--- config.mk ---
export PLATFORM = sky130hd
export DESIGN_NAME = exc_entry
export DESIGN_NICKNAME = d
export VERILOG_FILES = /design/src/hw/exc_pkg.sv /design/src/hw/exc_prio_pick.sv /design/src/hw/exc_entry.sv
export SDC_FILE = /design/constraint.sdc
export NUM_CORES = 1
export LEC_CHECK = 0
export BUFFER_PORTS_ARGS = -buffer_cell sky130_fd_sc_hd__buf_2
export CORE_ASPECT_RATIO = 1.1
export CORE_MARGIN = 5
export CORE_UTILIZATION = 55
export DETAILED_ROUTE_END_ITERATION = 12
export GPL_TIMING_DRIVEN = 1
export PLACE_DENSITY = 0.75
export SKIP_LAST_GASP = 1
export SLEW_MARGIN = 20
export SYNTH_ARGS = -nofsm -noshare
export SYNTH_HDL_FRONTEND = slang
export SYNTH_SLANG_ARGS = --single-unit
--- constraint.sdc ---
create_clock -name core_clk_in -period 4.6 [get_ports core_clk_in]
set_input_delay 0.92 -clock core_clk_in [delete_from_list [all_inputs] [get_ports core_clk_in]]
set_output_delay 0.92 -clock core_clk_in [all_outputs]
set_load 0.005 [all_outputs]
--- src/hw/exc_pkg.sv ---
// Purpose: shared constants for the exception priority and entry unit
// Assumes: 32-bit addresses, six pipeline stages, word-aligned register port
// Notes: exception indices double as the cause code; lower index wins
package exc_pkg;
  localparam int STAGES = 6;
  localparam int NEXC = 27;

  // exception indices in falling priority
  localparam logic [4:0] E_COLD = 5'h00;
  localparam logic [4:0] E_SOFT = 5'h01;
  localparam logic [4:0] E_DSS = 5'h02;
  localparam logic [4:0] E_DEBUG_IRQ_EVENT = 5'h03;
  localparam logic [4:0] E_NMI = 5'h04;
  localparam logic [4:0] E_MCHK = 5'h05;
  localparam logic [4:0] E_INT = 5'h06;
  localparam logic [4:0] E_DIB = 5'h07;
  localparam logic [4:0] E_FADR = 5'h08;
  localparam logic [4:0] E_FTLB = 5'h09;
  localparam logic [4:0] E_XI = 5'h0a;
  localparam logic [4:0] E_IECC = 5'h0b;
  localparam logic [4:0] E_IBE = 5'h0c;
  localparam logic [4:0] E_CPU = 5'h0d;
  localparam logic [4:0] E_RI = 5'h0e;
  localparam logic [4:0] E_DBRK = 5'h0f;
  localparam logic [4:0] E_LADR = 5'h10;
  localparam logic [4:0] E_SADR = 5'h11;
  localparam logic [4:0] E_LTLB = 5'h12;
  localparam logic [4:0] E_STLB = 5'h13;
  localparam logic [4:0] E_RDI = 5'h14;
  localparam logic [4:0] E_MOD = 5'h15;
  localparam logic [4:0] E_DPAR = 5'h16;
  localparam logic [4:0] E_DECC = 5'h17;
  localparam logic [4:0] E_DBE = 5'h18;
  localparam logic [4:0] E_DLDC = 5'h19;
  localparam logic [4:0] E_COMPLEX_BREAKPOINT = 5'h1a;

  // register byte offsets
  localparam logic [7:0] A_STATUS = 8'h00;
  localparam logic [7:0] A_CAUSE = 8'h04;
  localparam logic [7:0] A_EPC = 8'h08;
  localparam logic [7:0] A_ERRPC = 8'h0c;
  localparam logic [7:0] A_DBGPC = 8'h10;
  localparam logic [7:0] A_DBGCTL = 8'h14;
  localparam logic [7:0] A_EBASE = 8'h18;

  // field positions
  localparam int S_IE = 0;
  localparam int S_EXL = 1;
  localparam int S_ERL = 2;
  localparam int S_UM = 4;
  localparam int S_IM_LO = 8;
  localparam int C_BD = 31;
  localparam int C_IV = 23;
  localparam int C_IP_LO = 8;
  localparam int C_CODE_LO = 2;
  localparam int D_BRK = 0;
  localparam int D_SSTEP = 1;
  localparam int D_MODE = 2;

  // reset values and vectors
  localparam logic STATUS_ERL_RST = 1'b1;
  localparam logic [31:0] EBASE_RST = 32'h0000_0000;
  localparam logic [31:0] RESET_VECTOR = 32'h0000_1000;
  localparam logic [31:0] DEBUG_VECTOR = 32'h0000_2000;
  localparam logic [31:0] GEN_OFFSET = 32'h0000_0180;
  localparam logic [31:0] IRQ_OFFSET = 32'h0000_0200;
  localparam logic [31:0] FETCH_ALIGN_MASK = 32'h0000_0001;
endpackage

--- src/hw/exc_prio_pick.sv ---
// Purpose: pick the lowest set index of the pending exception vector
// Assumes: index 0 is the highest priority
// Notes: purely combinational
module exc_prio_pick (
  input wire logic [exc_pkg::NEXC-1:0] req_in,
  output logic any_out,
  output logic [4:0] idx_out
);
  always_comb begin
    any_out = |req_in;
    idx_out = 5'h00;
    // scan downward so the last hit is the lowest index
    for (int i = exc_pkg::NEXC - 1; i >= 0; i--) begin
      if (req_in[i]) begin
        idx_out = 5'(i);
      end
    end
  end
endmodule

--- src/hw/exc_entry.sv ---
// Purpose: exception detection, prioritisation and entry for a six-stage pipeline
// Assumes: stages advance together on pipe_advance_in; decision made as align moves into writeback
// Notes: only compatibility dispatch; registers reached over a plain strobe port
//
// Local design decisions: the address map and the address-and-strobe port.
module exc_entry (
  input wire logic core_clk_in,
  input wire logic sys_rst_in,
  input wire logic [7:0] reg_addr_in,
  input wire logic [31:0] reg_wdata_in,
  input wire logic reg_wr_in,
  input wire logic reg_rd_in,
  output logic [31:0] reg_rdata_out,
  input wire logic power_on_reset_n_in,
  input wire logic soft_reset_n_in,
  input wire logic debug_irq_input_in,
  input wire logic nmi_in,
  input wire logic [5:0] hw_irq_in,
  input wire logic timer_irq_in,
  input wire logic pipe_advance_in,
  input wire logic [5:0] stall_req_in,
  input wire logic fetch_valid_in,
  input wire logic [31:0] fetch_pc_in,
  input wire logic fetch_in_slot_in,
  input wire logic [31:0] fetch_branch_pc_in,
  input wire logic debug_instr_break_in,
  input wire logic fetch_mapped_in,
  input wire logic fetch_tlb_hit_in,
  input wire logic fetch_tlb_valid_in,
  input wire logic fetch_execute_inhibit_bit_in,
  input wire logic fetch_ecc_err_in,
  input wire logic fetch_bus_error_in,
  input wire logic cop_unusable_in,
  input wire logic dsp_disabled_trap_in,
  input wire logic reserved_instr_in,
  input wire logic tlb_write_conflict_in,
  input wire logic data_break_in,
  input wire logic data_load_in,
  input wire logic data_store_in,
  input wire logic [31:0] data_addr_in,
  input wire logic data_misaligned_in,
  input wire logic data_mapped_in,
  input wire logic data_tlb_hit_in,
  input wire logic data_tlb_valid_in,
  input wire logic data_read_inhibit_bit_in,
  input wire logic data_writable_in,
  input wire logic dmem_parity_err_in,
  input wire logic dmem_ecc_err_in,
  input wire logic data_bus_error_in,
  input wire logic load_compare_break_in,
  input wire logic complex_breakpoint_in,
  input wire logic eret_in,
  input wire logic deret_in,
  output logic redirect_out,
  output logic [31:0] redirect_pc_out,
  output logic flush_out,
  output logic retire_out,
  output logic stall_out,
  output logic kernel_mode_out,
  output logic error_level_bit_out,
  output logic debug_mode_out,
  output logic [5:0] stage_valid_out
);
  localparam int N = exc_pkg::NEXC;

  function automatic logic addr_err(input logic [31:0] addr, input logic misaligned, input logic user);
    addr_err = misaligned | (user & addr[31]);
  endfunction

  // per-stage record carried alongside the pipeline
  logic rec_valid_q [exc_pkg::STAGES];
  logic [31:0] rec_pc_q [exc_pkg::STAGES];
  logic [31:0] rec_bpc_q [exc_pkg::STAGES];
  logic rec_slot_q [exc_pkg::STAGES];
  logic [N-1:0] rec_exc_q [exc_pkg::STAGES];

  logic ie_q, exl_q, erl_q, um_q, iv_q, bd_q, dbrk_q, sstep_q, dbg_q;
  logic ie_d, exl_d, erl_d, um_d, iv_d, bd_d, dbrk_d, sstep_d, dbg_d;
  logic [7:0] im_q, im_d;
  logic [1:0] sw_ip_q, sw_ip_d;
  logic [5:0] hw_ip_q;
  logic [4:0] code_q, code_d;
  logic [31:0] epc_q, epc_d, errpc_q, errpc_d, dbgpc_q, dbgpc_d, ebase_q, ebase_d;
  logic nmi_prev_q, nmi_pend_q;
  logic redirect_q, flush_q, retire_q, stall_q, kernel_q;
  logic [31:0] redirect_pc_q, rdata_q;

  logic [N-1:0] fetch_exc, exec_exc, mem_exc, late_exc, cand;
  logic take, slot_ok, irq_req, err_cls, dbg_cls, user_now, dtlb_ok;
  logic [4:0] pick;
  logic [31:0] vec, restart, rd_mux;
  logic [7:0] ip_all;
  logic [N-1:0] dbg_bits;

  assign user_now = ~kernel_q;
  assign slot_ok = pipe_advance_in & rec_valid_q[4];
  assign dtlb_ok = data_mapped_in & data_tlb_hit_in & data_tlb_valid_in;

  // fetch-side detection, recorded with the fetched instruction
  always_comb begin
    fetch_exc = '0;
    fetch_exc[exc_pkg::E_DIB] = debug_instr_break_in;
    fetch_exc[exc_pkg::E_FADR] = addr_err(fetch_pc_in, |(fetch_pc_in & exc_pkg::FETCH_ALIGN_MASK),
                                          user_now);
    fetch_exc[exc_pkg::E_FTLB] = fetch_mapped_in & (~fetch_tlb_hit_in | ~fetch_tlb_valid_in);
    fetch_exc[exc_pkg::E_XI] = fetch_mapped_in & fetch_tlb_hit_in & fetch_tlb_valid_in &
                               fetch_execute_inhibit_bit_in;
    fetch_exc[exc_pkg::E_IECC] = fetch_ecc_err_in;
    fetch_exc[exc_pkg::E_IBE] = fetch_bus_error_in;
  end

  // execute stage: dsp-disabled shares the coprocessor-unusable slot
  always_comb begin
    exec_exc = '0;
    exec_exc[exc_pkg::E_CPU] = cop_unusable_in | dsp_disabled_trap_in;
    exec_exc[exc_pkg::E_RI] = reserved_instr_in;
  end

  // memory stage
  always_comb begin
    mem_exc = '0;
    mem_exc[exc_pkg::E_MCHK] = tlb_write_conflict_in;
    mem_exc[exc_pkg::E_DBRK] = data_break_in;
    mem_exc[exc_pkg::E_LADR] = data_load_in & addr_err(data_addr_in, data_misaligned_in, user_now);
    mem_exc[exc_pkg::E_SADR] = data_store_in & addr_err(data_addr_in, data_misaligned_in, user_now);
    mem_exc[exc_pkg::E_LTLB] = data_load_in & data_mapped_in & ~dtlb_ok;
    mem_exc[exc_pkg::E_STLB] = data_store_in & data_mapped_in & ~dtlb_ok;
    mem_exc[exc_pkg::E_RDI] = data_load_in & dtlb_ok & data_read_inhibit_bit_in;
    mem_exc[exc_pkg::E_MOD] = data_store_in & dtlb_ok & ~data_writable_in;
  end

  // late errors may belong to an older access; the instruction in align takes them
  always_comb begin
    late_exc = '0;
    late_exc[exc_pkg::E_DPAR] = dmem_parity_err_in;
    late_exc[exc_pkg::E_DECC] = dmem_ecc_err_in;
    late_exc[exc_pkg::E_DBE] = data_bus_error_in;
    late_exc[exc_pkg::E_DLDC] = load_compare_break_in;
    late_exc[exc_pkg::E_COMPLEX_BREAKPOINT] = complex_breakpoint_in;
  end

  assign ip_all = {hw_ip_q, sw_ip_q};
  assign irq_req = |(ip_all & im_q) & ie_q & ~exl_q & ~erl_q & ~dbg_q;

  // debug-class causes are not taken again while already in debug mode
  always_comb begin
    dbg_bits = '0;
    dbg_bits[exc_pkg::E_DIB] = 1'b1;
    dbg_bits[exc_pkg::E_DBRK] = 1'b1;
    dbg_bits[exc_pkg::E_DLDC] = 1'b1;
    dbg_bits[exc_pkg::E_COMPLEX_BREAKPOINT] = 1'b1;
  end

  // index order fixes the ranking of every cause
  always_comb begin
    cand = (rec_exc_q[4] | late_exc) & {N{slot_ok}};
    cand = cand & ~(dbg_bits & {N{dbg_q}});
    cand[exc_pkg::E_COLD] = ~power_on_reset_n_in;
    cand[exc_pkg::E_SOFT] = ~soft_reset_n_in;
    cand[exc_pkg::E_DSS] = sstep_q & ~dbg_q & slot_ok;
    cand[exc_pkg::E_DEBUG_IRQ_EVENT] = (debug_irq_input_in | dbrk_q) & ~dbg_q & slot_ok;
    cand[exc_pkg::E_NMI] = nmi_pend_q & slot_ok;
    cand[exc_pkg::E_INT] = irq_req & slot_ok;
  end

  exc_prio_pick u_pick (
    .req_in(cand),
    .any_out(take),
    .idx_out(pick)
  );

  assign err_cls = (pick == exc_pkg::E_COLD) | (pick == exc_pkg::E_SOFT) | (pick == exc_pkg::E_NMI);
  assign dbg_cls = (pick == exc_pkg::E_DSS) | (pick == exc_pkg::E_DEBUG_IRQ_EVENT) | dbg_bits[pick];
  assign restart = rec_slot_q[4] ? rec_bpc_q[4] : rec_pc_q[4];
  assign vec = err_cls ? exc_pkg::RESET_VECTOR :
               dbg_cls ? exc_pkg::DEBUG_VECTOR :
               ((pick == exc_pkg::E_INT) && iv_q) ? ebase_q + exc_pkg::IRQ_OFFSET :
               ebase_q + exc_pkg::GEN_OFFSET;

  // register state: software first, then returns, then exception entry wins
  always_comb begin
    ie_d = ie_q;
    exl_d = exl_q;
    erl_d = erl_q;
    um_d = um_q;
    im_d = im_q;
    iv_d = iv_q;
    bd_d = bd_q;
    code_d = code_q;
    sw_ip_d = sw_ip_q;
    epc_d = epc_q;
    errpc_d = errpc_q;
    dbgpc_d = dbgpc_q;
    ebase_d = ebase_q;
    dbrk_d = dbrk_q;
    sstep_d = sstep_q;
    dbg_d = dbg_q;
    if (reg_wr_in) begin
      if (reg_addr_in == exc_pkg::A_STATUS) begin
        ie_d = reg_wdata_in[exc_pkg::S_IE];
        exl_d = reg_wdata_in[exc_pkg::S_EXL];
        erl_d = reg_wdata_in[exc_pkg::S_ERL];
        um_d = reg_wdata_in[exc_pkg::S_UM];
        im_d = reg_wdata_in[exc_pkg::S_IM_LO +: 8];
      end else if (reg_addr_in == exc_pkg::A_CAUSE) begin
        iv_d = reg_wdata_in[exc_pkg::C_IV];
        sw_ip_d = reg_wdata_in[exc_pkg::C_IP_LO +: 2];
      end else if (reg_addr_in == exc_pkg::A_EPC) begin
        epc_d = reg_wdata_in;
      end else if (reg_addr_in == exc_pkg::A_ERRPC) begin
        errpc_d = reg_wdata_in;
      end else if (reg_addr_in == exc_pkg::A_DBGPC) begin
        dbgpc_d = reg_wdata_in;
      end else if (reg_addr_in == exc_pkg::A_DBGCTL) begin
        dbrk_d = reg_wdata_in[exc_pkg::D_BRK];
        sstep_d = reg_wdata_in[exc_pkg::D_SSTEP];
      end else if (reg_addr_in == exc_pkg::A_EBASE) begin
        ebase_d = reg_wdata_in;
      end
    end
    if (eret_in) begin
      if (erl_q) begin
        erl_d = 1'b0;
      end else begin
        exl_d = 1'b0;
      end
    end
    if (deret_in) begin
      dbg_d = 1'b0;
    end
    if (take) begin
      if (dbg_cls) begin
        dbg_d = 1'b1;
        dbgpc_d = restart;
        if (pick == exc_pkg::E_DEBUG_IRQ_EVENT) begin
          dbrk_d = 1'b0;
        end
      end else if (err_cls) begin
        erl_d = 1'b1;
        errpc_d = restart;
        if (pick == exc_pkg::E_COLD) begin
          iv_d = 1'b0;
          um_d = 1'b0;
        end
      end else begin
        // nested entry keeps the first restart address
        if (!exl_q) begin
          epc_d = restart;
          bd_d = rec_slot_q[4];
        end
        exl_d = 1'b1;
        code_d = pick;
      end
    end
  end

  // read data stand only in the cycle after the strobe; unmapped offsets read zero
  assign rd_mux = (reg_addr_in == exc_pkg::A_STATUS) ?
                    (32'(im_q) << exc_pkg::S_IM_LO) | (32'(um_q) << exc_pkg::S_UM) |
                    (32'(erl_q) << exc_pkg::S_ERL) | (32'(exl_q) << exc_pkg::S_EXL) | 32'(ie_q) :
                  (reg_addr_in == exc_pkg::A_CAUSE) ?
                    (32'(bd_q) << exc_pkg::C_BD) | (32'(iv_q) << exc_pkg::C_IV) |
                    (32'(ip_all) << exc_pkg::C_IP_LO) | (32'(code_q) << exc_pkg::C_CODE_LO) :
                  (reg_addr_in == exc_pkg::A_EPC) ? epc_q :
                  (reg_addr_in == exc_pkg::A_ERRPC) ? errpc_q :
                  (reg_addr_in == exc_pkg::A_DBGPC) ? dbgpc_q :
                  (reg_addr_in == exc_pkg::A_DBGCTL) ?
                    (32'(dbg_q) << exc_pkg::D_MODE) | (32'(sstep_q) << exc_pkg::D_SSTEP) | 32'(dbrk_q) :
                  (reg_addr_in == exc_pkg::A_EBASE) ? ebase_q : 32'h0000_0000;

  always_ff @(posedge core_clk_in) begin
    if (sys_rst_in) begin
      {ie_q, exl_q, um_q, iv_q, bd_q, dbrk_q, sstep_q, dbg_q} <= '0;
      erl_q <= exc_pkg::STATUS_ERL_RST;
      im_q <= '0;
      sw_ip_q <= '0;
      hw_ip_q <= '0;
      code_q <= '0;
      {epc_q, errpc_q, dbgpc_q} <= '0;
      ebase_q <= exc_pkg::EBASE_RST;
      rdata_q <= '0;
    end else begin
      {ie_q, exl_q, erl_q, um_q, iv_q, bd_q} <= {ie_d, exl_d, erl_d, um_d, iv_d, bd_d};
      {dbrk_q, sstep_q, dbg_q} <= {dbrk_d, sstep_d, dbg_d};
      im_q <= im_d;
      sw_ip_q <= sw_ip_d;
      hw_ip_q <= {hw_irq_in[5] | timer_irq_in, hw_irq_in[4:0]};
      code_q <= code_d;
      {epc_q, errpc_q, dbgpc_q, ebase_q} <= {epc_d, errpc_d, dbgpc_d, ebase_d};
      rdata_q <= reg_rd_in ? rd_mux : 32'h0000_0000;
    end
  end

  // edge-triggered nmi; a new edge in the taking cycle re-arms it
  always_ff @(posedge core_clk_in) begin
    if (sys_rst_in) begin
      nmi_prev_q <= 1'b0;
      nmi_pend_q <= 1'b0;
    end else begin
      nmi_prev_q <= nmi_in;
      nmi_pend_q <= (nmi_in & ~nmi_prev_q) | (nmi_pend_q & ~(take && pick == exc_pkg::E_NMI));
    end
  end

  // record pipe: a commit clears every stage, killing younger flagged work
  always_ff @(posedge core_clk_in) begin
    if (sys_rst_in || take) begin
      for (int s = 0; s < exc_pkg::STAGES; s++) begin
        rec_valid_q[s] <= 1'b0;
        rec_exc_q[s] <= '0;
      end
    end else if (pipe_advance_in) begin
      rec_valid_q[0] <= fetch_valid_in & ~flush_q;
      rec_exc_q[0] <= fetch_exc;
      for (int s = 1; s < exc_pkg::STAGES; s++) begin
        rec_valid_q[s] <= rec_valid_q[s-1];
      end
      rec_exc_q[1] <= rec_exc_q[0];
      rec_exc_q[2] <= rec_exc_q[1];
      rec_exc_q[3] <= rec_exc_q[2] | exec_exc;
      rec_exc_q[4] <= rec_exc_q[3] | mem_exc;
      rec_exc_q[5] <= '0;
    end
  end

  always_ff @(posedge core_clk_in) begin
    if (pipe_advance_in) begin
      rec_pc_q[0] <= fetch_pc_in;
      rec_bpc_q[0] <= fetch_branch_pc_in;
      rec_slot_q[0] <= fetch_in_slot_in;
      for (int s = 1; s < exc_pkg::STAGES; s++) begin
        rec_pc_q[s] <= rec_pc_q[s-1];
        rec_bpc_q[s] <= rec_bpc_q[s-1];
        rec_slot_q[s] <= rec_slot_q[s-1];
      end
    end
  end

  // one decision per advance, but cold and soft reset are taken in any cycle; redirect and flush leave together
  always_ff @(posedge core_clk_in) begin
    if (sys_rst_in) begin
      {redirect_q, flush_q, retire_q, stall_q, kernel_q} <= '0;
      redirect_pc_q <= '0;
    end else begin
      redirect_q <= take;
      flush_q <= take;
      redirect_pc_q <= take ? vec : redirect_pc_q;
      retire_q <= slot_ok & ~take;
      stall_q <= |(stall_req_in & {rec_valid_q[5], rec_valid_q[4], rec_valid_q[3],
                                   rec_valid_q[2], rec_valid_q[1], rec_valid_q[0]}) & ~take;
      kernel_q <= ~um_d | exl_d | erl_d | dbg_d;
    end
  end

  assign reg_rdata_out = rdata_q;
  assign redirect_out = redirect_q;
  assign redirect_pc_out = redirect_pc_q;
  assign flush_out = flush_q;
  assign retire_out = retire_q;
  assign stall_out = stall_q;
  assign kernel_mode_out = kernel_q;
  assign error_level_bit_out = erl_q;
  assign debug_mode_out = dbg_q;
  assign stage_valid_out = {rec_valid_q[5], rec_valid_q[4], rec_valid_q[3],
                            rec_valid_q[2], rec_valid_q[1], rec_valid_q[0]};
endmodule

# ---- Yosys cells after proc, flatten, opt, wreduce, memory -nomap -nowiden
# Memories as Yosys holds them, arrays and structs flattened.
# Cells that the tools add are included.
dict set report classes {
  addsub 2
  n_lt_le_gt_ge 1
  eq_ne 11
  n_mux 121
  bitwise_logic 101
  n_reduce_logical 15
}
# op n
set op_table {}
lappend op_table {{$mux 32} 35}
lappend op_table {{$mux 27} 6}
lappend op_table {{$mux 5} 27}
lappend op_table {{$and 27x27->27} 2}
lappend op_table {{$mux 1} 53}
lappend op_table {{$and 1x1->1} 34}
lappend op_table {{$add 32x10->32 const B} 1}
lappend op_table {{$add 32x9->32 const B} 1}
lappend op_table {{$or 32x16->32} 1}
lappend op_table {{$or 32x24->32} 1}
lappend op_table {{$or 32x7->32} 1}
lappend op_table {{$not 27->27} 1}
lappend op_table {{$or 27x15->27} 1}
lappend op_table {{$or 27x22->27} 1}
lappend op_table {{$or 27x27->27} 1}
lappend op_table {{$reduce_or 27->1} 1}
lappend op_table {{$or 1x1->1} 26}
lappend op_table {{$eq 8x5->1 const B} 3}
lappend op_table {{$not 1->1} 24}
lappend op_table {{$eq 8x4->1 const B} 2}
lappend op_table {{$or 16x1->16} 1}
lappend op_table {{$or 16x2->16} 1}
lappend op_table {{$or 16x3->16} 1}
lappend op_table {{$or 16x5->16} 1}
lappend op_table {{21 further kinds} 25}
dict set report word_totals {
  register_bits 228
  ramBits 558
  romBits 32
  in_bits 187
  out_inout_bits 77
  wordCells 282
  memories 6
}
# memory depth word_bits rd rd_clocked_by_memory_dff write_ports line
set mem_list {}
lappend mem_list {rec_bpc_q 6 32 5 0 6 exc_entry.sv:73} ;# logic [31:0] rec_bpc_q [exc_pkg::STAGES];
lappend mem_list {rec_pc_q 6 32 5 0 6 exc_entry.sv:72} ;# logic [31:0] rec_pc_q [exc_pkg::STAGES];
lappend mem_list {rec_exc_q 6 27 5 0 6 exc_entry.sv:75} ;# logic [N-1:0] rec_exc_q [exc_pkg::STAGES];
lappend mem_list {{(no name shown)} 32 1 1 0 0 exc_entry.sv:173} ;# assign dbg_cls = (pick == exc_pkg::E_DSS) | (pick == exc_pkg::E_DEBUG_IRQ_EVENT) | dbg_bits[pick];
lappend mem_list {rec_slot_q 6 1 5 0 6 exc_entry.sv:74} ;# logic rec_slot_q [exc_pkg::STAGES];
lappend mem_list {rec_valid_q 6 1 6 0 6 exc_entry.sv:71} ;# logic rec_valid_q [exc_pkg::STAGES];

# ---- Depth between registers and ports, before layout
# An unclocked memory read counts as a cell.
dict set report depth {
  depth_word 41
  depth_mapped 12
  ltp_nobuf 9
}

# ---- Modules after synthesis
# From an unflattened synthesis, not the netlist that was laid out.
dict set report hier_totals {
  hier_cells 1719
  area_unflattened_um2 23057.1
}
# mod n_inst cells_per_inst area_per_inst_um2 seq_area_each_um2
set by_module_without_submodules {}
lappend by_module_without_submodules {exc_entry 1 1662 22724.3 15765.1}
lappend by_module_without_submodules {exc_prio_pick 1 57 332.8 0.0}

# ---- Worst setup path before layout
# No wires, ideal clock.
dict set report synth_timing {
  path_type {input-to-reg}
  from {in dmem_ecc_err_in}
  to {mem rec_exc_q[0][10] in the netlist's numbering, enable pin}
  setup_ns 0.589
  t_arrival_ns 3.369
  required_time_ns 4.011
  setup_slack_ns 0.642
  cell_stages 7
  n_path_buf 2
  cell_sequence {nor4_1 > a21oi_1 > or3b_1 > clkbuf_1 > nor3_2 > clkbuf_1 > nand2b_1}
}
# element line
set synth_lines {}
lappend synth_lines {{from (decl)} exc_entry.sv:48} ;# input wire logic dmem_ecc_err_in,
lappend synth_lines {{to (decl)} exc_entry.sv:75}

# ---- Worst setup path in the final report
dict set report layout_timing {
  from {reg dbg_q (netlist: debug_mode_out)}
  to {reg epc_q[25]}
}
dict set report layout_between {
  elab_chain_cells 35
  word_cells_on_any_way 51
  classes_between {eq/ne (4); mux (31); bitwise (13); reduce/logical (2); memory (1)}
}
# element line
set layout_lines {}
lappend layout_lines {{from (decl)} exc_entry.sv:77} ;# logic ie_q, exl_q, erl_q, um_q, iv_q, bd_q, dbrk_q, sstep_q, dbg_q;
lappend layout_lines {{from (signal assigned)} exc_entry.sv:284} ;# {dbrk_q, sstep_q, dbg_q} <= {dbrk_d, sstep_d, dbg_d};
lappend layout_lines {{parallel branches: the longest is 34 deep, another holds $not 27->27} n/a}
lappend layout_lines {{$mux 32 *} exc_entry.sv:231} ;# if (take) begin
lappend layout_lines {{to (signal assigned)} exc_entry.sv:289} ;# {epc_q, errpc_q, dbgpc_q, ebase_q} <= {epc_d, errpc_d, dbgpc_d, ebase_d};
lappend layout_lines {{to (decl)} exc_entry.sv:83} ;# logic [31:0] epc_q, epc_d, errpc_q, errpc_d, dbgpc_q, dbgpc_d, ebase_q, ebase_d;
# Mark *: on every way between the ends. The select of a mux whose other input is x is not followed.
# A chain may end at the register's enable or synchronous reset.

==> metrics.md <==
| Metric | Value |
|---|---|
| Share of layout cells above drive strength 1 | 0.238 |
| Reg-to-Reg End | epc_q[25] |
| Critical R2R Launch | debug_mode_out |
| DIE AREA | 45400 um2 |
| Worst-Skew Late Latency | 0.60 ns |
| Post-route ant nets | 0 |
| First-pass GRT wire length | 78000 um |
| Critical Path AT | 4.06 ns |
| Initial core utilization | 0.553 |
| Setup Fix Bufs, Post-CTS | 0 |
| PostCTS Resize Cnt | 0 |
| H-tree depth | 2 |
| Hold path startpoint | rec_pc_q[1][20] |
| Fillers | 3052 |
| Peak Freq | 280 MHz |
| Leak Pwr | 10.1 nW |
| Vias | 14.1k |
| Routed wire length | 50300 um |
| Worst IR drop on VDD | 326 uV |
| Worst-path maximum fanout | 18 |
| HP Class | register to register |
| Post-route cell area | 26300 um2 |
| Pwr dens | 428 nW/um2 |
| Final period utilization | 0.777 |
| Crit path time final | 3.58 ns |
| CTS tree | done |
| Grt ovf | 0 |
| Post-CTS Hold Buffers | 0 |
| Top-area cell type share of the netlist area | 0.494 |
| Fin worst setup slack | 1.02 ns |
| Required @ worst endpoint | 5.09 ns |
| Max-slew violations | 0 |
| I/O pin cnt | 264 |
| Max-cap violations | 0 |
| Worst-margin pin slew | 1.04 ns |
| Cells after Synth | 1668 |
| Fin util | 0.642 |
| Routability Congestion | 0.847 |
| Register area share after synthesis | 0.696 |
| Port Buffers | 232 |
| Leading area contributor after synthesis | edfxtp_1 |
| Dpl ws | 0.688 ns |
| Netlist cell types | 70 |
| R2R cell count | 10 |
| Critical Path Start Type | register |
| CP Class | register to register |
| Die H | 223 um |
| Most frequent cells in the layout | edfxtp_1 (373), buf_2 (230), dfxtp_1 (228) |
| Dpl cell area | 24400 um2 |
| Maximum clock insertion buffer count | 3 |
| Vias in the first global route | 14.0k |
| Endpoint class of the critical path | register |
| Largest net degree at the start of global routing | 205 |
| Endpoints failing hold | 0 |
| P&R area growth vs syn | 16.1% |
| Detailed-route vias per instance | 5.75 |
| Synth Cell Area | 22700 um2 |
| Post-synth EDFFs | 373 |
| Clock skew | 0.0217 ns |
| Initial antenna violation count | 8 |
| Overall routing resource usage | 0.217 |
| Die width | 204 um |
| Flop-to-flop setup slack | 1.02 ns |
| Ys async rst share | 0 |
| WHS Endpoint | rec_pc_q[2][20] |
| Clock sinks | 601 |
| Commonest non-fill, non-tap cell in the layout | edfxtp_1 |
| Max-slew headroom | 0.309 |
| TritonRoute pass-1 iters | 8 |
| Synth Warn # | 0 |
| Syn avg cell area | 13.6 um2 |
| # setup viols final | 0 |
| Sum of negative setup slack | 0 ns |
| Detailed Route Iter0 Violations | 1440 |
| Total CTS buffers | 57 |
| Standard-cell rows | 78 |
| Hold Path Stages | 0 |
| Core Area | 41000 um2 |
| DRC Markers | 0 |
| DP Wirelength | 32800 um |
| Top cells by area, synth | edfxtp_1 (49%), dfxtp_1 (20%), mux2i_1 (5.0%) |
| Layout Nets | 2076 |
| Post-DR wirelength/cell | 20.5 um |
| #FFs+latches synth | 601 |
| Unrepaired setup endpoints after global routing | no |
| Status | completed |
| Root Buffer | clkbuf_16 |
| Clock-pin slew on the worst setup and hold paths | 0.06 ns |
| Post-Syn Nets | 1857 |
| Main synth FF type | edfxtp_1 |
==> registers in the layout, summed over array words and instances, names as in the netlist, 8 cells and up <==
signal and cells:
rec_exc_q 42, reg_rdata_out 32, epc_q 32, im_q 8
redirect_pc_out 32, dbgpc_q 32, errpc_q 32, rec_pc_q 160
rec_bpc_q 160, ebase_q 32
==> worst max path at each step <==
stage	cells after the start	slack (ns)	start	endpoint
after global placement	10	0.74	dmem_ecc_err_in	epc_q[8]
final	10	1.02	debug_mode_out	epc_q[25]
after detailed placement	10	0.69	dmem_ecc_err_in	epc_q[10]
after global routing	9	0.85	rec_valid_q[0][4]	epc_q[7]
after CTS	10	1.07	debug_mode_out	epc_q[25]
after floorplan	7	0.64	dmem_ecc_err_in	rec_exc_q[0][10]
==> kinds of logic after synthesis <==
group	synth area share
xor gates and xnor gates	0.00928
muxes	0.0772
DFF	0.696
adders and majority gates	0.00110
and+or+nand+nor	0.0928
buffers and inverters	0.0240
AOI/OAI and AO/OA	0.0997
==> layout make-up <==
type / instances / area (um2) / share of cell area
antenna: 2 / 5.00 / 0.000190
clock buffer: 79 / 1620 / 0.0618
clock inverter: 29 / 309 / 0.0118
inverter: 13 / 48.8 / 0.00186
multi-input combinational: 948 / 6390 / 0.243
sequential: 601 / 15800 / 0.600
tap: 520 / 651 / 0.0247
timing repair buffer: 266 / 1500 / 0.0570
==> through the flow <==
step                      cells  total power [W]  hold WS, ns
after floorplan            1668          0.00637        0.400
after global placement     2348          0.00660        0.402
after detailed placement   2348          0.00662        0.405
after CTS                  2456           0.0114        0.413
after global routing       2458           0.0117        0.418
final                      2458           0.0113        0.400
==> worst max-delay path, stage by stage (launching register included) <==
cell and delay [ns]:
dfxtp_1 0.66, nor2b_1 0.18, nor3_1 0.27, a31o_2 0.26, or3b_1 0.49, o211ai_2 0.16, o31ai_1 0.17, o21ai_4 0.59
buf_4 0.32, nor3_1 0.08, a211oi_1 0.27
==> report_power, final <==
group	total, W	internal (W)	switching [W]
clock network	0.00474	0.00281	0.00193
logic	0.000449	0.000162	0.000288
registers	0.00606	0.00599	0.0000747
total	0.0113	0.00896	0.00230
==> Yosys cell counts, drive strengths merged (4+ instances only) <==
cell type / instances
o211ai: 4
a222oi: 20
inv: 13
and3: 48
mux2i: 114
nand2: 151
a22oi: 13
nand3: 29
a211oi: 98
xor2: 16
buf: 34
nand2b: 6
mux2: 54
o21ai: 43
and2: 10
or2: 5
a221oi: 13
xnor2: 8
edfxtp: 373
nor4: 4
dfxtp: 228
clkbuf: 70
a22o: 11
nand4: 6
nor2: 117
a21oi: 77
nor2b: 13
nor3: 46
==> metal layers <==
layer	up-vias	share of wire	track usage
met4	12	0.024	0.0662
met2	507	0.48	0.349
met5	-	0.0019	0
met3	94	0.076	0.0523
li1	6692	-	-
met1	6839	0.42	0.296
(Power assumes the default switching activity.)
